===== src/hdl/ccpoc_pkg.sv =====
// constants, types and register map of the cc port output control block
// assumes 8-bit converter samples of 0..5000 mV, taken synchronously to the core clock
package ccpoc_pkg;

	//----------------------------------------
	// converter scaling
	//----------------------------------------
	localparam int ADC_W       = 8;
	localparam int ADC_FS_MV   = 5000;
	localparam int ADC_STEPS   = 256;

	//----------------------------------------
	// profile strap windows, mV
	//----------------------------------------
	localparam int CFG_HIGH_LO_MV   = 1200;
	localparam int CFG_HIGH_HI_MV   = 1300;
	localparam int CFG_MED_LO_MV    = 700;
	localparam int CFG_MED_HI_MV    = 800;
	localparam int CFG_DEF_HI_MV    = 300;
	localparam int CFG_SINK_LO_MV   = 1750;

	//----------------------------------------
	// source side cc windows, mV (per profile)
	//----------------------------------------
	localparam int SRC_HIGH_RD_HI_MV = 2600;
	localparam int SRC_HIGH_RD_LO_MV = 850;
	localparam int SRC_HIGH_RA_HI_MV = 800;
	localparam int SRC_MED_RD_HI_MV  = 1600;
	localparam int SRC_MED_RD_LO_MV  = 450;
	localparam int SRC_MED_RA_HI_MV  = 400;
	localparam int SRC_DEF_RD_HI_MV  = 1600;
	localparam int SRC_DEF_RD_LO_MV  = 250;
	localparam int SRC_DEF_RA_HI_MV  = 200;

	//----------------------------------------
	// sink side cc windows and vbus monitor, mV
	//----------------------------------------
	localparam int SNK_DEF_LO_MV     = 250;
	localparam int SNK_MED_LO_MV     = 700;
	localparam int SNK_HIGH_LO_MV    = 1310;
	localparam int VBUS_SENSE_OV_MV        = 800;
	localparam int VBUS_SENSE_VALID_LO_MV  = 500;

	//----------------------------------------
	// apb register map
	//----------------------------------------
	localparam logic [7:0]  REG_CTRL_OFS    = 8'h00;
	localparam logic [7:0]  REG_STATUS_OFS  = 8'h04;
	localparam logic [7:0]  REG_ID_OFS      = 8'h08;
	localparam int          CTRL_SW_EN_BIT  = 0;
	localparam logic        CTRL_SW_EN_RST  = 1'b1;
	// arbitrary value
	localparam logic [31:0] BLOCK_ID_VAL    = 32'h0000_c0de;

	//----------------------------------------
	// types
	//----------------------------------------
	typedef enum logic [1:0] {MODE_UNSET, MODE_SRC, MODE_SNK}            ccpoc_mode_t;
	typedef enum logic [1:0] {PROF_NONE, PROF_DEF, PROF_MED, PROF_HIGH}  ccpoc_prof_t;
	typedef enum logic [1:0] {CC_OPEN, CC_RD, CC_RA}                     ccpoc_src_cc_t;
	typedef enum logic [1:0] {SNK_NONE, SNK_DEF, SNK_MED, SNK_HIGH}      ccpoc_snk_cc_t;

	typedef struct packed {
		logic [19:0] zero;
		logic        active;
		logic        ov_seen;
		logic        oc_seen;
		logic        fault_flag;
		logic [1:0]  cc2_cls;
		logic [1:0]  cc1_cls;
		logic [1:0]  profile;
		logic [1:0]  mode;
	} ccpoc_status_t;

	typedef struct packed {
		logic vbus_supply_en;
		logic audio_adapter;
		logic fault_latched_out;
		logic orient_oe;
		logic cc1_cable_power_oe;
		logic cc2_cable_power_oe;
		logic attach_oe;
		logic default_current_oe;
		logic medium_current_oe;
		logic high_current_oe;
	} ccpoc_out_t;

endpackage


===== src/hdl/ccpoc_port_ctrl.sv =====
// output decision logic of a reversible-connector port controller, with apb status/control
// assumes converter samples and pin levels arrive synchronous to I_CORE_CLK; no debounce here
// Notes on behaviour
// - source vbus enable only while sink attached
// - orientation high when idle or cc1 sink
// - orientation low when sink on cc2 but not on cc1
// - source powers cc1 cable electronics, active low
// - source powers cc2 cable electronics, active low
// - source flags audio adapter on connector
// - overcurrent sets sticky fault indicator
// - fault cleared only by enable toggle/reset
// - sink attach needs cc connection and vbus
// - sink default current indicator pulled low
// - sink medium current indicator pulled low
// - sink high current indicator pulled low
// - classify both cc lines every cycle
// - fault input forces all outputs except the fault indicator inactive
// - outputs except the fault indicator inactive unless enable held high
// - strap at reset picks mode; sink sticks
// - vbus overvoltage also latches the fault
module ccpoc_port_ctrl
	import ccpoc_pkg::*;
(
	input  wire logic              I_CORE_CLK,
	input  wire logic              I_RESET,
	input  wire logic              I_ENABLE,
	input  wire logic              I_OVERCURRENT_IN_N,
	input  wire logic [ADC_W-1:0]  I_CC1_SAMPLE,
	input  wire logic [ADC_W-1:0]  I_CC2_SAMPLE,
	input  wire logic [ADC_W-1:0]  I_PROFILE_SAMPLE,
	input  wire logic [ADC_W-1:0]  I_VBUS_SENSE,
	input  wire logic              I_PSEL,
	input  wire logic              I_PENABLE,
	input  wire logic              I_PWRITE,
	input  wire logic [7:0]        I_PADDR,
	input  wire logic [31:0]       I_PWDATA,
	output logic [31:0]            O_PRDATA,
	output logic                   O_PREADY,
	output logic                   O_PSLVERR,
	output logic                   O_VBUS_SUPPLY_EN,
	output logic                   O_AUDIO_ADAPTER,
	output logic                   O_FAULT_LATCHED_OUT,
	output logic                   O_PLUG_ORIENT_OE,
	output logic                   O_CC1_CABLE_POWER_OE,
	output logic                   O_CC2_CABLE_POWER_OE,
	output logic                   O_ATTACH_OE,
	output logic                   O_DEFAULT_CURRENT_OE,
	output logic                   O_MEDIUM_CURRENT_OE,
	output logic                   O_HIGH_CURRENT_OE
);

	//----------------------------------------
	// helpers
	//----------------------------------------
	function automatic logic [ADC_W-1:0] mv_code(input int mv);
		int c;
		c = (mv * ADC_STEPS) / ADC_FS_MV;
		if (c > ADC_STEPS - 1) begin
			c = ADC_STEPS - 1;
		end
		return c[ADC_W-1:0];
	endfunction

	function automatic logic in_win(input logic [ADC_W-1:0] v, input int lo_mv, input int hi_mv);
		return (v >= mv_code(lo_mv)) && (v <= mv_code(hi_mv));
	endfunction

	function automatic ccpoc_src_cc_t src_class(input logic [ADC_W-1:0] v, input ccpoc_prof_t p);
		logic rd;
		logic ra;
		rd = 1'b0;
		ra = 1'b0;
		case (p)
			PROF_HIGH: begin
				rd = in_win(v, SRC_HIGH_RD_LO_MV, SRC_HIGH_RD_HI_MV);
				ra = v <= mv_code(SRC_HIGH_RA_HI_MV);
			end
			PROF_MED: begin
				rd = in_win(v, SRC_MED_RD_LO_MV, SRC_MED_RD_HI_MV);
				ra = v <= mv_code(SRC_MED_RA_HI_MV);
			end
			PROF_DEF: begin
				rd = in_win(v, SRC_DEF_RD_LO_MV, SRC_DEF_RD_HI_MV);
				ra = v <= mv_code(SRC_DEF_RA_HI_MV);
			end
			default: begin
				rd = 1'b0;
				ra = 1'b0;
			end
		endcase
		return rd ? CC_RD : (ra ? CC_RA : CC_OPEN);
	endfunction

	function automatic ccpoc_snk_cc_t snk_class(input logic [ADC_W-1:0] v);
		if (v > mv_code(SNK_HIGH_LO_MV)) begin
			return SNK_HIGH;
		end else if (v >= mv_code(SNK_MED_LO_MV)) begin
			return SNK_MED;
		end else if (v >= mv_code(SNK_DEF_LO_MV)) begin
			return SNK_DEF;
		end
		return SNK_NONE;
	endfunction

	function automatic ccpoc_prof_t cfg_profile(input logic [ADC_W-1:0] v);
		if (in_win(v, CFG_HIGH_LO_MV, CFG_HIGH_HI_MV)) begin
			return PROF_HIGH;
		end else if (in_win(v, CFG_MED_LO_MV, CFG_MED_HI_MV)) begin
			return PROF_MED;
		end else if (v <= mv_code(CFG_DEF_HI_MV)) begin
			return PROF_DEF;
		end
		return PROF_NONE;
	endfunction

	function automatic logic reg_hit(input logic [7:0] addr, input logic [7:0] ofs);
		return addr == ofs;
	endfunction

	//----------------------------------------
	// state
	//----------------------------------------
	typedef struct packed {
		ccpoc_mode_t mode;
		ccpoc_prof_t profile;
		logic [1:0]  cc1_cls;
		logic [1:0]  cc2_cls;
		logic        en_prev;
		logic        sw_en;
		logic        fault_flag;
		logic        oc_seen;
		logic        ov_seen;
		logic        active;
		ccpoc_out_t  out;
		logic [31:0] prdata;
		logic        pready;
		logic        pslverr;
	} ccpoc_state_t;

	ccpoc_state_t st_reg;
	ccpoc_state_t st_next;

	logic oc_now;
	logic ov_now;
	logic fault_now;
	logic en_toggle;
	logic port_on;
	logic apb_wr;
	logic vbus_ok;

	assign oc_now    = !I_OVERCURRENT_IN_N;
	assign ov_now    = I_VBUS_SENSE > mv_code(VBUS_SENSE_OV_MV);
	assign fault_now = oc_now || ov_now;
	assign en_toggle = I_ENABLE != st_reg.en_prev;
	assign port_on   = I_ENABLE && st_reg.sw_en && !fault_now;
	assign apb_wr    = I_PSEL && I_PENABLE && O_PREADY && I_PWRITE;
	assign vbus_ok   = in_win(I_VBUS_SENSE, VBUS_SENSE_VALID_LO_MV, VBUS_SENSE_OV_MV);

	//----------------------------------------
	// next state
	//----------------------------------------
	always_comb begin
		ccpoc_status_t sts;
		ccpoc_snk_cc_t snk_best;
		st_next = st_reg;
		sts     = '0;
		snk_best = SNK_NONE;
		st_next.en_prev = I_ENABLE;
		st_next.out     = '0;

		// strap caught on the first edge after reset; sink is then kept for good
		if (st_reg.mode == MODE_UNSET) begin
			st_next.mode = (I_PROFILE_SAMPLE >= mv_code(CFG_SINK_LO_MV)) ? MODE_SNK : MODE_SRC;
		end
		if (st_reg.mode == MODE_SRC) begin
			st_next.profile = cfg_profile(I_PROFILE_SAMPLE);
		end

		// both lines classified on every cycle
		if (st_reg.mode == MODE_SNK) begin
			st_next.cc1_cls = 2'(snk_class(I_CC1_SAMPLE));
			st_next.cc2_cls = 2'(snk_class(I_CC2_SAMPLE));
		end else begin
			st_next.cc1_cls = 2'(src_class(I_CC1_SAMPLE, st_reg.profile));
			st_next.cc2_cls = 2'(src_class(I_CC2_SAMPLE, st_reg.profile));
		end

		// sticky fault: an event in the toggle cycle wins over the clear
		if (en_toggle) begin
			st_next.fault_flag = 1'b0;
			st_next.oc_seen    = 1'b0;
			st_next.ov_seen    = 1'b0;
		end
		if (oc_now) begin
			st_next.fault_flag = 1'b1;
			st_next.oc_seen    = 1'b1;
		end
		if (ov_now) begin
			st_next.fault_flag = 1'b1;
			st_next.ov_seen    = 1'b1;
		end
		st_next.out.fault_latched_out = st_next.fault_flag;

		// outputs stay at defaults when disabled or faulted
		st_next.active = port_on;
		if (port_on && st_reg.mode == MODE_SRC && st_reg.profile != PROF_NONE) begin
			if (st_reg.cc1_cls == 2'(CC_RD)) begin
				st_next.out.vbus_supply_en     = 1'b1;
				st_next.out.cc2_cable_power_oe = st_reg.cc2_cls == 2'(CC_RA);
			end else if (st_reg.cc2_cls == 2'(CC_RD)) begin
				st_next.out.vbus_supply_en     = 1'b1;
				st_next.out.orient_oe          = 1'b1;
				st_next.out.cc1_cable_power_oe = st_reg.cc1_cls == 2'(CC_RA);
			end else if (st_reg.cc1_cls == 2'(CC_RA) && st_reg.cc2_cls == 2'(CC_RA)) begin
				// switch outside selects audio while this is high
				st_next.out.audio_adapter = 1'b1;
			end
			// anything else is detach: all source outputs stay cleared
		end else if (port_on && st_reg.mode == MODE_SNK) begin
			snk_best = ccpoc_snk_cc_t'((st_reg.cc1_cls > st_reg.cc2_cls) ? st_reg.cc1_cls : st_reg.cc2_cls);
			if (snk_best != SNK_NONE && vbus_ok) begin
				st_next.out.attach_oe = 1'b1;
				// one indicator only, picked from the stronger line
				st_next.out.default_current_oe = snk_best == SNK_DEF;
				st_next.out.medium_current_oe  = snk_best == SNK_MED;
				st_next.out.high_current_oe    = snk_best == SNK_HIGH;
			end
		end

		// apb: data set up in the setup cycle, answer one cycle later
		if (apb_wr && reg_hit(I_PADDR, REG_CTRL_OFS)) begin
			st_next.sw_en = I_PWDATA[CTRL_SW_EN_BIT];
		end
		sts.mode       = st_reg.mode;
		sts.profile    = st_reg.profile;
		sts.cc1_cls    = st_reg.cc1_cls;
		sts.cc2_cls    = st_reg.cc2_cls;
		sts.fault_flag = st_reg.fault_flag;
		sts.oc_seen    = st_reg.oc_seen;
		sts.ov_seen    = st_reg.ov_seen;
		sts.active     = st_reg.active;
		st_next.pready  = I_PSEL && !I_PENABLE;
		st_next.pslverr = 1'b0;
		st_next.prdata  = '0;
		if (I_PSEL && !I_PENABLE) begin
			if (reg_hit(I_PADDR, REG_CTRL_OFS)) begin
				st_next.prdata = {31'h0000_0000, st_reg.sw_en};
			end else if (reg_hit(I_PADDR, REG_STATUS_OFS)) begin
				st_next.prdata = sts;
			end else if (reg_hit(I_PADDR, REG_ID_OFS)) begin
				st_next.prdata = BLOCK_ID_VAL;
			end else begin
				st_next.pslverr = 1'b1;
			end
		end
	end

	always_ff @(posedge I_CORE_CLK) begin
		if (I_RESET) begin
			st_reg         <= '0;
			st_reg.mode    <= MODE_UNSET;
			st_reg.profile <= PROF_NONE;
			st_reg.sw_en   <= CTRL_SW_EN_RST;
			// enable idles high: no false toggle right after reset
			st_reg.en_prev <= 1'b1;
		end else begin
			st_reg <= st_next;
		end
	end

	assign O_PRDATA             = st_reg.prdata;
	assign O_PREADY             = st_reg.pready;
	assign O_PSLVERR            = st_reg.pslverr;
	assign O_VBUS_SUPPLY_EN     = st_reg.out.vbus_supply_en;
	assign O_AUDIO_ADAPTER      = st_reg.out.audio_adapter;
	assign O_FAULT_LATCHED_OUT  = st_reg.out.fault_latched_out;
	assign O_PLUG_ORIENT_OE     = st_reg.out.orient_oe;
	assign O_CC1_CABLE_POWER_OE = st_reg.out.cc1_cable_power_oe;
	assign O_CC2_CABLE_POWER_OE = st_reg.out.cc2_cable_power_oe;
	assign O_ATTACH_OE          = st_reg.out.attach_oe;
	assign O_DEFAULT_CURRENT_OE = st_reg.out.default_current_oe;
	assign O_MEDIUM_CURRENT_OE  = st_reg.out.medium_current_oe;
	assign O_HIGH_CURRENT_OE    = st_reg.out.high_current_oe;

	logic src_live;
	logic any_port_out;
	assign src_live     = port_on && st_reg.mode == MODE_SRC && st_reg.profile != PROF_NONE;
	assign any_port_out = |(st_reg.out & ~ccpoc_out_t'(10'b0010000000));
endmodule


===== config.mk =====
export PLATFORM = sky130hd
export DESIGN_NAME = ccpoc_port_ctrl
export DESIGN_NICKNAME = d
export VERILOG_FILES = /design/src/hdl/ccpoc_pkg.sv /design/src/hdl/ccpoc_port_ctrl.sv
export SDC_FILE = /design/constraint.sdc
export NUM_CORES = 1
export LEC_CHECK = 0
export BUFFER_PORTS_ARGS = -buffer_cell sky130_fd_sc_hd__buf_2
export CELL_PAD_IN_SITES_DETAIL_PLACEMENT = 2
export CELL_PAD_IN_SITES_GLOBAL_PLACEMENT = 2
export CORE_UTILIZATION = 24
export CTS_CLUSTER_DIAMETER = 80
export CTS_CLUSTER_SIZE = 24
export DETAILED_ROUTE_END_ITERATION = 12
export PLACE_DENSITY = 0.78
export SYNTH_ARGS = -nofsm -noshare
export SYNTH_HDL_FRONTEND = slang
export SYNTH_SLANG_ARGS = --single-unit

===== constraint.sdc =====
create_clock -name I_CORE_CLK -period 2.2 [get_ports I_CORE_CLK]
set_input_delay 0.44 -clock I_CORE_CLK [delete_from_list [all_inputs] [get_ports I_CORE_CLK]]
set_output_delay 0.44 -clock I_CORE_CLK [all_outputs]
set_load 0.005 [all_outputs]

==> impl_metrics.toml <==
[status]
outcome = "finished, violations left"
violations = "DRC"

[die]
core_area_mm2 = 0.00885
dieWidth_um = 98.3
ioPinCount = 123
rows = 34
dieArea_mm2 = 0.00967
chipHeight_um = 98.3
initial_utilization_pct = 25.2

[worst_setup_path]
crit_fanout = 5
slowest_stage = "dfxtp_1"
crit_required_ns = 2.42
cp_cell_sequence = "inv_1 > ha_1 > nor4_1 > a221oi_1 > a211oi_1 > a32o_1"
worstSetupPathType = "reg -> reg"
worstSetupStartpointType = "flip-flop"
critPathCaptureType = "flip-flop"
slowest_delay_ns = 0.39
r2r_setup_slack_ns = 0.40
cp.arrival_ns = 2.02
r2r_cells = 6

[placement]
placed_cells = 421
place_congestion = 0.796
hpwl_um = 4960
dp_slack_ns = 0.435
port_buffers = 73

[power_and_ir_drop]
finalPower_mw = 1.41
p_per_area_mw_per_mm2 = 550
power.leakage_nw = 1.15
irDropWorstVdd_v = 0.000186

[global_routing]
grt_usage_pct = 13.3
grt_pass1_wl_um = 10500
antenna_found_initial = 0
grt_pass1_vias = 2185
grt_max_degree = 15
globalRouteOverflowTotal = 0

[route]
drt_wl_total_um = 6100
vias = 2053
drt_first_pass_iters = 8
routedWlPerCell_um = 14.3
ant_nets = 0
drc = 6
routed_via_density = 4.80
drt_iter0_markers = 113

[clocking]
clockBufferDepth = 2
clock_latency_ns = 0.28
cts_setup_buffers = 0
htree_levels = 2
cts_made_buffers = 5
clkTransAtPathRegs_ns = 0.07
holdBufCountCts = 0
post_cts_resized = 0
tritoncts = "yes"
root_buffer = "clkbuf_8"
clkSinkCount = 38

[synth]
seq_area_frac_synth_pct = 34.2
syn_area_mm2 = 0.00223
ys_types = 62
synth.avg_cell_area_um2 = 8.47
synth_top_cell_area_share_pct = 34.2
yosysWarnings = 0
ys_ff_latch = 38
synth.most_common_cell = "dfxtp_1"
yosysTopAreaCell = "dfxtp_1"
synth_area_leaders = "dfxtp_1 (34%), buf_4 (11%), ha_1 (3.9%)"
synthArstFlopShare_pct = 0
syn-instance-count = 263
ys.flop_type = "dfxtp_1"
netlist_top_cells_count = "dfxtp_1 (38), buf_4 (33), nand2_1 (23), inv_1 (14), nor2_1 (14)"
synth_edf_count = 0

[sta]
skew_ns = 0.00487
tns_ns = 0
timing.fmax_mhz = 556
period_share_pct = 81.8
fin_ws_ns = 0.400
fin_crit_ns = 1.80
slew_headroom_pct = 61.1
grt_setup_unrepaired = "false"
finalSetupViolations = 0
maxSlewViolCount = 0
finalHoldViolations = 0
tightestPinTransition_ns = 0.568

[hold_path]
hold_class = "in -> reg"
hold_depth = 2

[finish]
final_layout_size_suffix_gt1_share_pct = 28.7
final-instance-count-excl-fill = 428
n_antenna_cell = 0
nets = 406
nFillCells = 1050
syn2layout_area_growth_pct = 15.4

[flow_run]
max-cap-violations = 0
==> cells in the final DEF, fill, tap and decap left out, types with 2 or more instances in the layout <==
master    instances
nor4_1            7
nand2_1          23
ha_1              7
clkbuf_8          5
nand2b_1          4
buf_2            73
a21boi_0          2
o22ai_1           3
o211ai_1          5
and2_1            7
inv_1            14
and4_1            2
a21oi_1          12
a211o_1           2
clkinv_2          2
nand4b_1          2
nand4_1           4
nor3_1            7
dfxtp_1          38
a221oi_1          4
conb_1           18
o21ai_0          11
nand3_1           6
nor2_1           14
a31oi_1           2
o31a_1            2
a211oi_1          4
or4_1             2
or3_2             2
nor3b_1           5
==> power breakdown <==
part,leakage (nW),internal [mW],switching (mW)
registers,0.309,0.705,0.0163
logic,0.795,0.102,0.142
clock network,0.0438,0.213,0.234
total,1.15,1.02,0.393
==> logic make-up (layout without fill, tap and decap cells) <==
logic type | Yosys count | after routing | synth area share [%]
adders and majority gates | 7 | 7 | 3.93
buffers and inverters | 55 | 95 | 16.2
and+or+nand+nor | 98 | 98 | 25.2
DFF | 38 | 38 | 34.2
other | 1 | 18 | 0.168
xor gates and xnor gates | 1 | 1 | 0.393
AOI/OAI and AO/OA | 63 | 63 | 20.0
==> layer usage <==
layer	vias to the layer above	global-route usage [%]	part of all wire, %
met2	64	23.1	48
met4	0	3.44	1.3
li1	1012	-	-
met5	-	0	0
met1	969	16.9	45
met3	8	2.58	5.1
==> final timing paths <==
check	end	start
worst max-delay path	st_reg[51]$_SDFF_PP0_	st_reg[55]$_SDFFE_PP0N_
worst max register to register	st_reg[51]$_SDFF_PP0_	st_reg[55]$_SDFFE_PP0N_
worst min register to register	O_PRDATA[11]$_SDFF_PP0_	st_reg[44]$_SDFF_PP0_
worst min-delay path	st_reg[46]$_SDFFE_PP0P_	I_OVERCURRENT_IN_N
==> critical path: cells and delay by family, from the launching register on <==
kind                     cells  cell delay [ns]
buffers and inverters        1             0.10
flip-flops                   1             0.39
adder cells (fa/ha/maj)      1             0.28
AND/OR/NAND/NOR              1             0.20
AO/OA/AOI/OAI                3             0.76
==> layout make-up <==
type,count,area [um^2],area share (%)
Clock buffer,5,68.8,2.68
Inverter,14,52.6,2.04
Sequential cell,38,761,29.6
Tap cell,108,135,5.26
Clock inverter,2,10.0,0.389
Timing Repair Buffer,74,373,14.5
Multi-Input combinational cell,187,1170,45.5
==> per-stage QoR <==
stage | hold WS (ns) | area [um^2] | utilization (%)
6_report | 0.344 | 2570 | 29.0
5_1_grt | 0.337 | 2570 | 29.0
4_1_cts | 0.338 | 2570 | 29.0
3_5_place_dp | 0.417 | 2490 | 28.2
3_3_place_gp | 0.414 | 2490 | 28.2
2_1_floorplan | 0.406 | 2290 | -
No activity file was read; power rests on OpenSTA's default activity.
